`config.mk`:
```
export PLATFORM = sky130hd
export DESIGN_NAME = sbpg_top
export DESIGN_NICKNAME = d
export VERILOG_FILES = /design/src/design/sbpg_pkg.sv /design/src/design/sbpg_tick_if.sv /design/src/design/sbpg_prescaler.sv /design/src/design/sbpg_top.sv
export SDC_FILE = /design/constraint.sdc
export NUM_CORES = 1
export LEC_CHECK = 0
export ABC_AREA = 0
export BUFFER_PORTS_ARGS = -buffer_cell sky130_fd_sc_hd__buf_2
export CAP_MARGIN = 10
export CORE_ASPECT_RATIO = 1.4
export CORE_UTILIZATION = 47
export DETAILED_ROUTE_END_ITERATION = 8
export PLACE_DENSITY_LB_ADDON = 0.05
export SETUP_SLACK_MARGIN = 0.15
export SLEW_MARGIN = 20
export SYNTH_ARGS = -nofsm -noshare
export SYNTH_HDL_FRONTEND = slang
export SYNTH_SLANG_ARGS = --single-unit
```
`constraint.sdc`:
```
create_clock -name i_ref_clk -period 1.74 [get_ports i_ref_clk]
set_input_delay 0.261 -clock i_ref_clk [delete_from_list [all_inputs] [get_ports i_ref_clk]]
set_output_delay 0.261 -clock i_ref_clk [all_outputs]
set_load 0.01 [all_outputs]
```
`src/design/sbpg_pkg.sv`:
```
package sbpg_pkg;
   // ----------------------------------------------------------------
   // register map (byte addresses on the avalon word bus)
   // ----------------------------------------------------------------
   localparam logic [3:0] SBPG_OFS_CLK_WIDTH  = 4'h0;   // clock select and high width
   localparam logic [3:0] SBPG_OFS_EN_CYCLE   = 4'h4;   // enable and cycle setting
   localparam logic [3:0] SBPG_OFS_STATUS     = 4'h8;   // counter and waveform state, read only
   // ----------------------------------------------------------------
   // field positions
   // ----------------------------------------------------------------
   localparam int SBPG_SEL_MSB   = 7;                   // clock select field top
   localparam int SBPG_SEL_LSB   = 6;                   // clock select field bottom
   localparam int SBPG_VAL_MSB   = 5;                   // width / cycle field top
   localparam int SBPG_EN_BIT    = 7;                   // output enable bit
   localparam int SBPG_STAT_PIN  = 8;                   // waveform level in status word
   // ----------------------------------------------------------------
   // reset values
   // ----------------------------------------------------------------
   localparam logic [1:0] SBPG_RST_SEL   = 2'h0;        // fastest count clock
   localparam logic [5:0] SBPG_RST_VAL   = 6'h00;       // width and cycle cleared
   localparam logic [5:0] SBPG_CNT_ZERO  = 6'h00;       // counter start value
   // ----------------------------------------------------------------
   // count clock dividers, in instruction cycles
   // ----------------------------------------------------------------
   localparam int SBPG_DIV_0 = 1;
   localparam int SBPG_DIV_1 = 2;
   localparam int SBPG_DIV_2 = 8;
   localparam int SBPG_DIV_3 = 32;
   localparam int SBPG_INST_CYC = 4;                    // system clocks per instruction cycle
endpackage : sbpg_pkg

```
`src/design/sbpg_tick_if.sv`:
```
`timescale 1ns/10ps
`default_nettype none
// count clock strobes between prescaler and pulse generator
interface sbpg_tick_if;
   logic [3:0] tick;                                    // one-cycle strobes per rate
   modport source (output tick);
   modport sink   (input tick);
endinterface : sbpg_tick_if
`default_nettype wire

```
`src/design/sbpg_prescaler.sv`:
```
`timescale 1ns/10ps
`default_nettype none
// shared prescaler making the four count clock strobes
module sbpg_prescaler
   import sbpg_pkg::*;
#(
   parameter int INST_CYC = SBPG_INST_CYC               // system clocks per instruction cycle
)
(
   input  wire logic      i_ref_clk,
   input  wire logic      i_rst_n,
   sbpg_tick_if.source    tick_bus
);
   // ----------------------------------------------------------------
   // instruction cycle divider
   // ----------------------------------------------------------------
   localparam int DIVS [4] = '{SBPG_DIV_0, SBPG_DIV_1, SBPG_DIV_2, SBPG_DIV_3};   // strobe rates
   // refuse an instruction cycle the eight-bit divider cannot count
   if (INST_CYC < 1 || INST_CYC > 255)
   begin : g_bad_inst
      $error("sbpg_prescaler: bad INST_CYC");
   end
   logic [7:0] inst_q;                                  // system clock count
   logic [4:0] pre_q;                                   // instruction cycle count
   logic       inst_tick;                               // one pulse per instruction cycle
   assign inst_tick = (inst_q == 8'(INST_CYC - 1));
   // divide system clock down to instruction cycle
   always_ff @(posedge i_ref_clk or negedge i_rst_n)
      if (!i_rst_n)
         inst_q <= 8'h00;
      else if (inst_tick)
         inst_q <= 8'h00;
      else
         inst_q <= inst_q + 8'h01;
   // free running instruction cycle counter
   always_ff @(posedge i_ref_clk or negedge i_rst_n)
      if (!i_rst_n)
         pre_q <= 5'h00;
      else if (inst_tick)
         pre_q <= pre_q + 5'h01;
   // ----------------------------------------------------------------
   // strobes at 1, 2, 8 and 32 instruction cycles
   // ----------------------------------------------------------------
   for (genvar k = 0; k < 4; k++)
   begin : g_tick
      // rate must be a power of two the five-bit count can mark
      if (DIVS[k] < 1 || DIVS[k] > 32 || (DIVS[k] & (DIVS[k] - 1)) != 0)
      begin : g_bad_div
         $error("sbpg_prescaler: divider not a power of two up to 32");
      end
      // strobe when the low count bits are all ones
      assign tick_bus.tick[k] = inst_tick && ((pre_q & 5'(DIVS[k] - 1)) == 5'(DIVS[k] - 1));
   end
endmodule : sbpg_prescaler
`default_nettype wire

```
`src/design/sbpg_top.sv`:
```
// The address map and the Avalon-MM register port were left to the implementer.
`timescale 1ns/10ps
`default_nettype none
module sbpg_top
   import sbpg_pkg::*;
#(
   parameter int INST_CYC = SBPG_INST_CYC               // system clocks per instruction cycle
)
(
   input  wire logic        i_ref_clk,
   input  wire logic        i_rst_n,
   input  wire logic [3:0]  i_avs_address,              // byte address
   input  wire logic        i_avs_read,
   input  wire logic        i_avs_write,
   input  wire logic [31:0] i_avs_writedata,
   input  wire logic [3:0]  i_avs_byteenable,
   output logic      [31:0] o_avs_readdata,
   output logic             o_avs_waitrequest,
   input  wire logic        i_port_data,                // general purpose port level
   output logic             o_pulse_output_pin,         // pin level
   output logic             o_pulse_output_function     // high while pin carries waveform
);
   // ----------------------------------------------------------------
   // control registers
   // ----------------------------------------------------------------
   logic [1:0] count_clock_select_q;                    // count clock choice
   logic [5:0] high_width_setting_q;                    // high width compare value
   logic       pulse_output_enable_q;                   // output and count enable
   logic [5:0] cycle_setting_q;                         // cycle compare value
   logic [5:0] cnt_q;                                   // six-bit counter
   logic       wave_q;                                  // comparator output
   logic       ack;                                     // bus answer phase, waitrequest low
   logic       hit;                                     // selected count strobe
   logic       wr_en, rd_en;                            // taken accesses
   logic       lane0;                                   // low byte enabled
   sbpg_tick_if tick_bus ();                            // prescaler strobes
   // count clock strobes from the shared prescaler
   sbpg_prescaler #(.INST_CYC(INST_CYC)) u_pre (
      .i_ref_clk (i_ref_clk),
      .i_rst_n   (i_rst_n),
      .tick_bus  (tick_bus)
   );
   // ----------------------------------------------------------------
   // avalon slave: one wait cycle, answer on second edge
   // ----------------------------------------------------------------
   assign ack   = !o_avs_waitrequest;
   assign wr_en = i_avs_write && ack;                   // write lands on the answer edge
   assign rd_en = i_avs_read && !ack;                   // read data loaded one cycle early
   assign lane0 = i_avs_byteenable[0];
   // waitrequest high at request start, low for one cycle to finish
   always_ff @(posedge i_ref_clk or negedge i_rst_n)
      if (!i_rst_n)
         o_avs_waitrequest <= 1'b1;
      else
         o_avs_waitrequest <= !((i_avs_read || i_avs_write) && o_avs_waitrequest);
   // clock select and high width register
   always_ff @(posedge i_ref_clk or negedge i_rst_n)
      if (!i_rst_n)
      begin
         count_clock_select_q <= SBPG_RST_SEL;
         high_width_setting_q <= SBPG_RST_VAL;
      end
      else if (wr_en && lane0 && i_avs_address == SBPG_OFS_CLK_WIDTH)
      begin
         count_clock_select_q <= i_avs_writedata[SBPG_SEL_MSB:SBPG_SEL_LSB];
         high_width_setting_q <= i_avs_writedata[SBPG_VAL_MSB:0];
      end
   // enable and cycle register
   always_ff @(posedge i_ref_clk or negedge i_rst_n)
      if (!i_rst_n)
      begin
         pulse_output_enable_q <= 1'b0;
         cycle_setting_q       <= SBPG_RST_VAL;
      end
      else if (wr_en && lane0 && i_avs_address == SBPG_OFS_EN_CYCLE)
      begin
         pulse_output_enable_q <= i_avs_writedata[SBPG_EN_BIT];
         cycle_setting_q       <= i_avs_writedata[SBPG_VAL_MSB:0];
      end
   // read data, unmapped reads as zero
   // loaded at the request edge so it stands while waitrequest is low
   always_ff @(posedge i_ref_clk or negedge i_rst_n)
      if (!i_rst_n)
         o_avs_readdata <= 32'h0000_0000;
      else if (rd_en)
         unique case (i_avs_address)
            SBPG_OFS_CLK_WIDTH: o_avs_readdata <= {24'h000000, count_clock_select_q, high_width_setting_q};
            SBPG_OFS_EN_CYCLE:  o_avs_readdata <= {24'h000000, pulse_output_enable_q, 1'b0, cycle_setting_q};
            SBPG_OFS_STATUS:    o_avs_readdata <= {23'h000000, wave_q, 2'h0, cnt_q};
            default:            o_avs_readdata <= 32'h0000_0000;
         endcase
   // ----------------------------------------------------------------
   // count clock selector and counter
   // ----------------------------------------------------------------
   assign hit = tick_bus.tick[count_clock_select_q];
   // counter: cleared while disabled, wraps on cycle match
   always_ff @(posedge i_ref_clk or negedge i_rst_n)
      if (!i_rst_n)
         cnt_q <= SBPG_CNT_ZERO;
      else if (!pulse_output_enable_q)
         cnt_q <= SBPG_CNT_ZERO;
      else if (hit)
      begin
         if (cnt_q + 6'h01 == cycle_setting_q)
            cnt_q <= SBPG_CNT_ZERO;
         else
            cnt_q <= cnt_q + 6'h01;
      end
   // ----------------------------------------------------------------
   // comparator
   // ----------------------------------------------------------------
   // high from count zero until width match, then low until cycle end
   always_ff @(posedge i_ref_clk or negedge i_rst_n)
      if (!i_rst_n)
         wave_q <= 1'b1;
      else if (!pulse_output_enable_q)
         wave_q <= 1'b1;                                                       // start high
      else if (high_width_setting_q >= cycle_setting_q && cycle_setting_q != 6'h00)
         wave_q <= 1'b1;
      else if (hit)
      begin
         if (cnt_q + 6'h01 == high_width_setting_q)
            wave_q <= (cycle_setting_q == 6'h00);
         else if (cnt_q + 6'h01 == cycle_setting_q)
            wave_q <= 1'b1;
      end
   // ----------------------------------------------------------------
   // pin multiplexer
   // ----------------------------------------------------------------
   // route waveform or port level to the pin
   always_ff @(posedge i_ref_clk or negedge i_rst_n)
      if (!i_rst_n)
      begin
         o_pulse_output_pin      <= 1'b0;
         o_pulse_output_function <= 1'b0;
      end
      else
      begin
         o_pulse_output_pin      <= pulse_output_enable_q ? wave_q : i_port_data;
         o_pulse_output_function <= pulse_output_enable_q;
      end
   // ----------------------------------------------------------------
   // checks
   // ----------------------------------------------------------------
   a_clear_when_off: assert property (@(posedge i_ref_clk) disable iff (!i_rst_n)
      !pulse_output_enable_q |=> cnt_q == SBPG_CNT_ZERO)
      else $error("counter not cleared while disabled");
   a_pin_port_mode: assert property (@(posedge i_ref_clk) disable iff (!i_rst_n)
      !pulse_output_enable_q |=> o_pulse_output_pin == $past(i_port_data))
      else $error("pin not given to port");
   a_wide_holds_high: assert property (@(posedge i_ref_clk) disable iff (!i_rst_n)
      pulse_output_enable_q && cycle_setting_q != 6'h00 && high_width_setting_q >= cycle_setting_q
      |=> wave_q)
      else $error("wide setting not high");
   a_count_only_hit: assert property (@(posedge i_ref_clk) disable iff (!i_rst_n)
      pulse_output_enable_q && !hit && $stable(pulse_output_enable_q) |=> $stable(cnt_q))
      else $error("counter moved without strobe");
   a_wrap_at_cycle: assert property (@(posedge i_ref_clk) disable iff (!i_rst_n)
      pulse_output_enable_q && hit && cnt_q + 6'h01 == cycle_setting_q ##1 pulse_output_enable_q
      |-> cnt_q == SBPG_CNT_ZERO)
      else $error("counter did not wrap at cycle");
   a_low_after_width: assert property (@(posedge i_ref_clk) disable iff (!i_rst_n)
      pulse_output_enable_q && hit && cycle_setting_q != 6'h00 && high_width_setting_q < cycle_setting_q
      && cnt_q + 6'h01 == high_width_setting_q |=> !wave_q)
      else $error("no low after width match");
   a_cycle0_high: assert property (@(posedge i_ref_clk) disable iff (!i_rst_n)
      pulse_output_enable_q && hit && cycle_setting_q == 6'h00
      && cnt_q + 6'h01 == high_width_setting_q |=> wave_q)
      else $error("cycle zero not high after match");
   a_pin_follows: assert property (@(posedge i_ref_clk) disable iff (!i_rst_n)
      pulse_output_enable_q |=> o_pulse_output_pin == $past(wave_q))
      else $error("pin does not follow waveform");
   a_bus_one_wait: assert property (@(posedge i_ref_clk) disable iff (!i_rst_n)
      (i_avs_read || i_avs_write) && o_avs_waitrequest |=> !o_avs_waitrequest)
      else $error("answer later than one wait");
   // answer lasts exactly one cycle
   a_wait_one_low: assert property (@(posedge i_ref_clk) disable iff (!i_rst_n)
      !o_avs_waitrequest |=> o_avs_waitrequest)
      else $error("waitrequest low too long");
   // read data of the width register stands in the answer cycle
   a_read_width_data: assert property (@(posedge i_ref_clk) disable iff (!i_rst_n)
      i_avs_read && !o_avs_waitrequest && i_avs_address == SBPG_OFS_CLK_WIDTH
      |-> o_avs_readdata[7:0] == {count_clock_select_q, high_width_setting_q})
      else $error("width register read data wrong");
   // read data of the cycle register stands in the answer cycle
   a_read_cycle_data: assert property (@(posedge i_ref_clk) disable iff (!i_rst_n)
      i_avs_read && !o_avs_waitrequest && i_avs_address == SBPG_OFS_EN_CYCLE
      |-> o_avs_readdata[7:0] == {pulse_output_enable_q, 1'b0, cycle_setting_q})
      else $error("cycle register read data wrong");
   // width write lands on the answer edge
   a_write_width: assert property (@(posedge i_ref_clk) disable iff (!i_rst_n)
      i_avs_write && !o_avs_waitrequest && lane0 && i_avs_address == SBPG_OFS_CLK_WIDTH
      |=> high_width_setting_q == $past(i_avs_writedata[SBPG_VAL_MSB:0])
      && count_clock_select_q == $past(i_avs_writedata[SBPG_SEL_MSB:SBPG_SEL_LSB]))
      else $error("width write lost");
   // cycle write lands on the answer edge
   a_write_cycle: assert property (@(posedge i_ref_clk) disable iff (!i_rst_n)
      i_avs_write && !o_avs_waitrequest && lane0 && i_avs_address == SBPG_OFS_EN_CYCLE
      |=> cycle_setting_q == $past(i_avs_writedata[SBPG_VAL_MSB:0])
      && pulse_output_enable_q == $past(i_avs_writedata[SBPG_EN_BIT]))
      else $error("cycle write lost");
   // writes without the low byte lane leave width, cycle and enable unchanged
   a_lane_ignored: assert property (@(posedge i_ref_clk) disable iff (!i_rst_n)
      i_avs_write && !lane0
      |=> $stable(high_width_setting_q) && $stable(cycle_setting_q) && $stable(pulse_output_enable_q))
      else $error("write without low lane took effect");
   // counter steps by one on the selected strobe
   a_count_step: assert property (@(posedge i_ref_clk) disable iff (!i_rst_n)
      pulse_output_enable_q && hit && cnt_q + 6'h01 != cycle_setting_q
      |=> cnt_q == $past(cnt_q) + 6'h01)
      else $error("counter did not step");
   // waveform high again at each wrap
   a_high_at_wrap: assert property (@(posedge i_ref_clk) disable iff (!i_rst_n)
      pulse_output_enable_q && hit && cycle_setting_q != 6'h00 && cnt_q + 6'h01 == cycle_setting_q
      |=> wave_q)
      else $error("waveform not high at wrap");
   // disabled waveform rests high, ready for a new period
   a_wave_off: assert property (@(posedge i_ref_clk) disable iff (!i_rst_n)
      !pulse_output_enable_q |=> wave_q)
      else $error("waveform not rested high");
   // pin function flag follows the enable
   a_func_on: assert property (@(posedge i_ref_clk) disable iff (!i_rst_n)
      pulse_output_enable_q |=> o_pulse_output_function)
      else $error("pin not given to waveform");
   a_func_off: assert property (@(posedge i_ref_clk) disable iff (!i_rst_n)
      !pulse_output_enable_q |=> !o_pulse_output_function)
      else $error("pin kept by waveform");
endmodule : sbpg_top
`default_nettype wire

```
==> run metrics <==
syn_area_per_cell 10.6 um^2; area grow syn2layout 26.6%; synth top area cells dfrtp_1 (41%), buf_4 (7.2%), mux2_2 (5.8%); max cap viols 0; remaining global-route overflow 0; Post-synth EDFFs 0; Pleak 1.63 nW; Hold Crit Depth 2; fin crit share 106%; Rel. slew slack 66.4%; Fmax achieved 0.541 GHz; Synth Instances 256; Reg clk slew, reported paths 0.09 ns; Clock H-tree levels 2; All-Layer GR Usage 22.0%; HPWL after DPL 4120 um; PwrDens 758 mW/mm^2; FP Rows 32; Seq/Total Area, Yosys 43.4%; largest fanout on the critical path 6; crit path DAT 2.05 ns; clock buffer depth 2; R2R Path Start u_pre.pre_q[1]; Max Transition Viols Final 0; initial antenna violation count 0; Hold EP o_avs_waitrequest; residual DRC count 0; GR peak layer met2; vias 1988; die area 0.00609 mm^2; flops & latches, synth 47; GRT met2 Usage 39.0%; share of cells above drive strength 1 39.2%; cell area after layout 0.00344 mm^2; # nets final 379; total CTS buffers 5; ANT nets after route 0; CP endpoint kind register; Die Wd 66.2 um; Ys Warns 0; clock root buffer clkbuf_8; Diodes inserted 0; RSZ-0062 raised after global routing yes; post-DR wirelength/cell 14.9 um; FFs w/ async S/R, synth 100%; Peak VDD IR 462 uV; min-delay worst type in -> reg; Clock Skew 0.00772 ns; grt met1 use 25.9%; dominant cell type by area after synthesis dfrtp_1; HP Start i_avs_write; Setup-failing EPs final 6; pin count of the biggest net entering global routing 48; num ports 80; total iterations of the first detailed-routing run 4; kind of start point of the critical path register; number of global-route vias before repair 2044; Worst Path Required 1.94 ns; Least-Margin Pin Slew 0.503 ns; Post-Route WL 5860 um; r2r setup slk -0.11 ns; CP Class reg -> reg; failing checks negative setup slack; mapped cell area 0.00272 mm^2; clock sink total 47; core footprint 0.00553 mm^2; initial DRC count 70; final hold vios 0; die height 91.9 um; status finished with violations; first-pass GRT wire length 9870 um; port bufs 29; vias per inst 5.07; Cell variety after synth 45; grt met3 use 3.86%; Setup WS post-layout -0.110 ns; worst hold slack 0.0949 ns; fin crit period 1.85 ns; worst reg2reg path endpoint cnt_q[5]; Reg2Reg Depth 10; Placed Area 0.00315 mm^2; Setup TNS -0.472 ns; Placer Congestion 0.887; top cell type's share of synthesized area 41.5%; clock latency on the worst-skew pair 0.31 ns; main flop type after synthesis dfrtp_1; CTS tree yes; Initial Util 49.1%; Tot Pwr 2.60 mW
-- critical path, stage by stage, from the launching register on --
cell	delay (ns)
dfrtp_1	0.39
ha_2	0.20
and3_4	0.17
ha_4	0.15
mux2i_1	0.16
nand2_2	0.13
o311ai_4	0.19
buf_4	0.21
inv_4	0.04
nand3_2	0.06
a21oi_2	0.05
-- cell families (layout without fill, tap and decap cells) --
| family | Yosys count | in the layout | synth area share [%] |
|---|---|---|---|
| and+or+nand+nor | 69 | 69 | 12.9 |
| DFF | 47 | 47 | 43.4 |
| buffers and inverters | 43 | 88 | 10.2 |
| AOI/OAI and AO/OA | 36 | 37 | 9.35 |
| xor gates and xnor gates | 25 | 25 | 9.36 |
| muxes | 24 | 24 | 9.59 |
| adders and majority gates | 11 | 11 | 5.07 |
| other | 1 | 23 | 0.138 |
-- what timing repair did --
item | in CTS | in global routing
hold buffers | 1 | 0
cloned | 1 | 0
setup buffers | 3 | 3
pin swaps | 11 | 11
setup endpoints to repair | 10 | 7
endpoints found under the hold margin | 45 | 0
resized for setup | 10 | 13
-- cell type report --
cell class | instances | area (um^2)
Tap cell | 68 | 85.1
Fill cell | 457 | 2090
Inverter | 10 | 40.0
Timing Repair Buffer | 70 | 500
Sequential cell | 47 | 1180
Clock buffer | 5 | 68.8
Clock inverter | 3 | 43.8
Multi-Input combinational cell | 189 | 1520
-- stage by stage --
stage | util [%] | std cells | setup WS (ns)
3_5_place_dp | 57.0 | 376 | -0.0669
6_report | 62.2 | 392 | -0.110
4_1_cts | 60.8 | 389 | -0.0562
5_1_grt | 62.2 | 392 | -0.214
3_3_place_gp | 57.0 | 376 | -0.0660
2_1_floorplan | - | 278 | 0.0580
-- synth_stat cells (5+ instances only) --
| master | instances |
|---|---|
| inv_1 | 9 |
| nand2_1 | 29 |
| nand3_1 | 11 |
| nor2_1 | 5 |
| xor2_1 | 8 |
| a22o_1 | 6 |
| mux2i_1 | 8 |
| xnor2_1 | 14 |
| mux2_2 | 14 |
| dfrtp_1 | 45 |
| o21ai_0 | 13 |
| buf_4 | 26 |
| ha_1 | 11 |
-- routing by layer --
| layer | vias to the layer above | routed length (um) | share of wire [%] |
|---|---|---|---|
| met4 | 0 | 85 | 1.5 |
| met5 | - | 0 | 0 |
| met2 | 46 | 3130 | 53 |
| met3 | 8 | 191 | 3.3 |
| met1 | 960 | 2450 | 42 |
| li1 | 974 | - | - |
-- registers in the layout, summed over array words and instances, names as in the netlist --
register	cells
u_pre.inst_q	8
count_clock_select_q	2
o_pulse_output_function	1
o_pulse_output_pin	1
u_pre.pre_q	5
o_avs_waitrequest	1
cycle_setting_q	6
cnt_q	6
pulse_output_enable_q	1
wave_q	1
o_avs_readdata	9
high_width_setting_q	6
-- worst max-delay path by stage --
stage / from / end / slack [ns] / cells past startpoint
finish: u_pre.pre_q[1] / cnt_q[5] / -0.11 / 10
global route: u_pre.pre_q[0] / cnt_q[4] / -0.21 / 9
global placement: u_pre.pre_q[1] / cnt_q[2] / -0.07 / 6
detailed placement: u_pre.pre_q[1] / cnt_q[5] / -0.07 / 6
floorplan: i_avs_address[3] / high_width_setting_q[1] / 0.06 / 5
CTS: u_pre.pre_q[0] / cnt_q[5] / -0.06 / 9
-- report_power, final --
part	leakage, nW	switching [mW]	internal [mW]
Clock	0.0581	0.386	0.428
Combinational	0.958	0.272	0.261
Sequential	0.611	0.0932	1.16
-- placed cells by master, fill, tap and decap left out, types with 4 or more instances in the layout --
master / n
inv_1: 9
buf_2: 29
dfrtp_1: 44
xnor2_1: 13
mux2i_1: 8
ha_1: 7
mux2_2: 12
a22o_1: 6
xor2_1: 7
nor2_1: 4
nand2_1: 25
mux2_4: 4
o21ai_0: 12
clkbuf_8: 5
nand3_2: 4
buf_4: 35
nor4_1: 4
nand2_2: 4
nand3_1: 7
conb_1: 23
No activity file was read; power rests on OpenSTA's default activity.
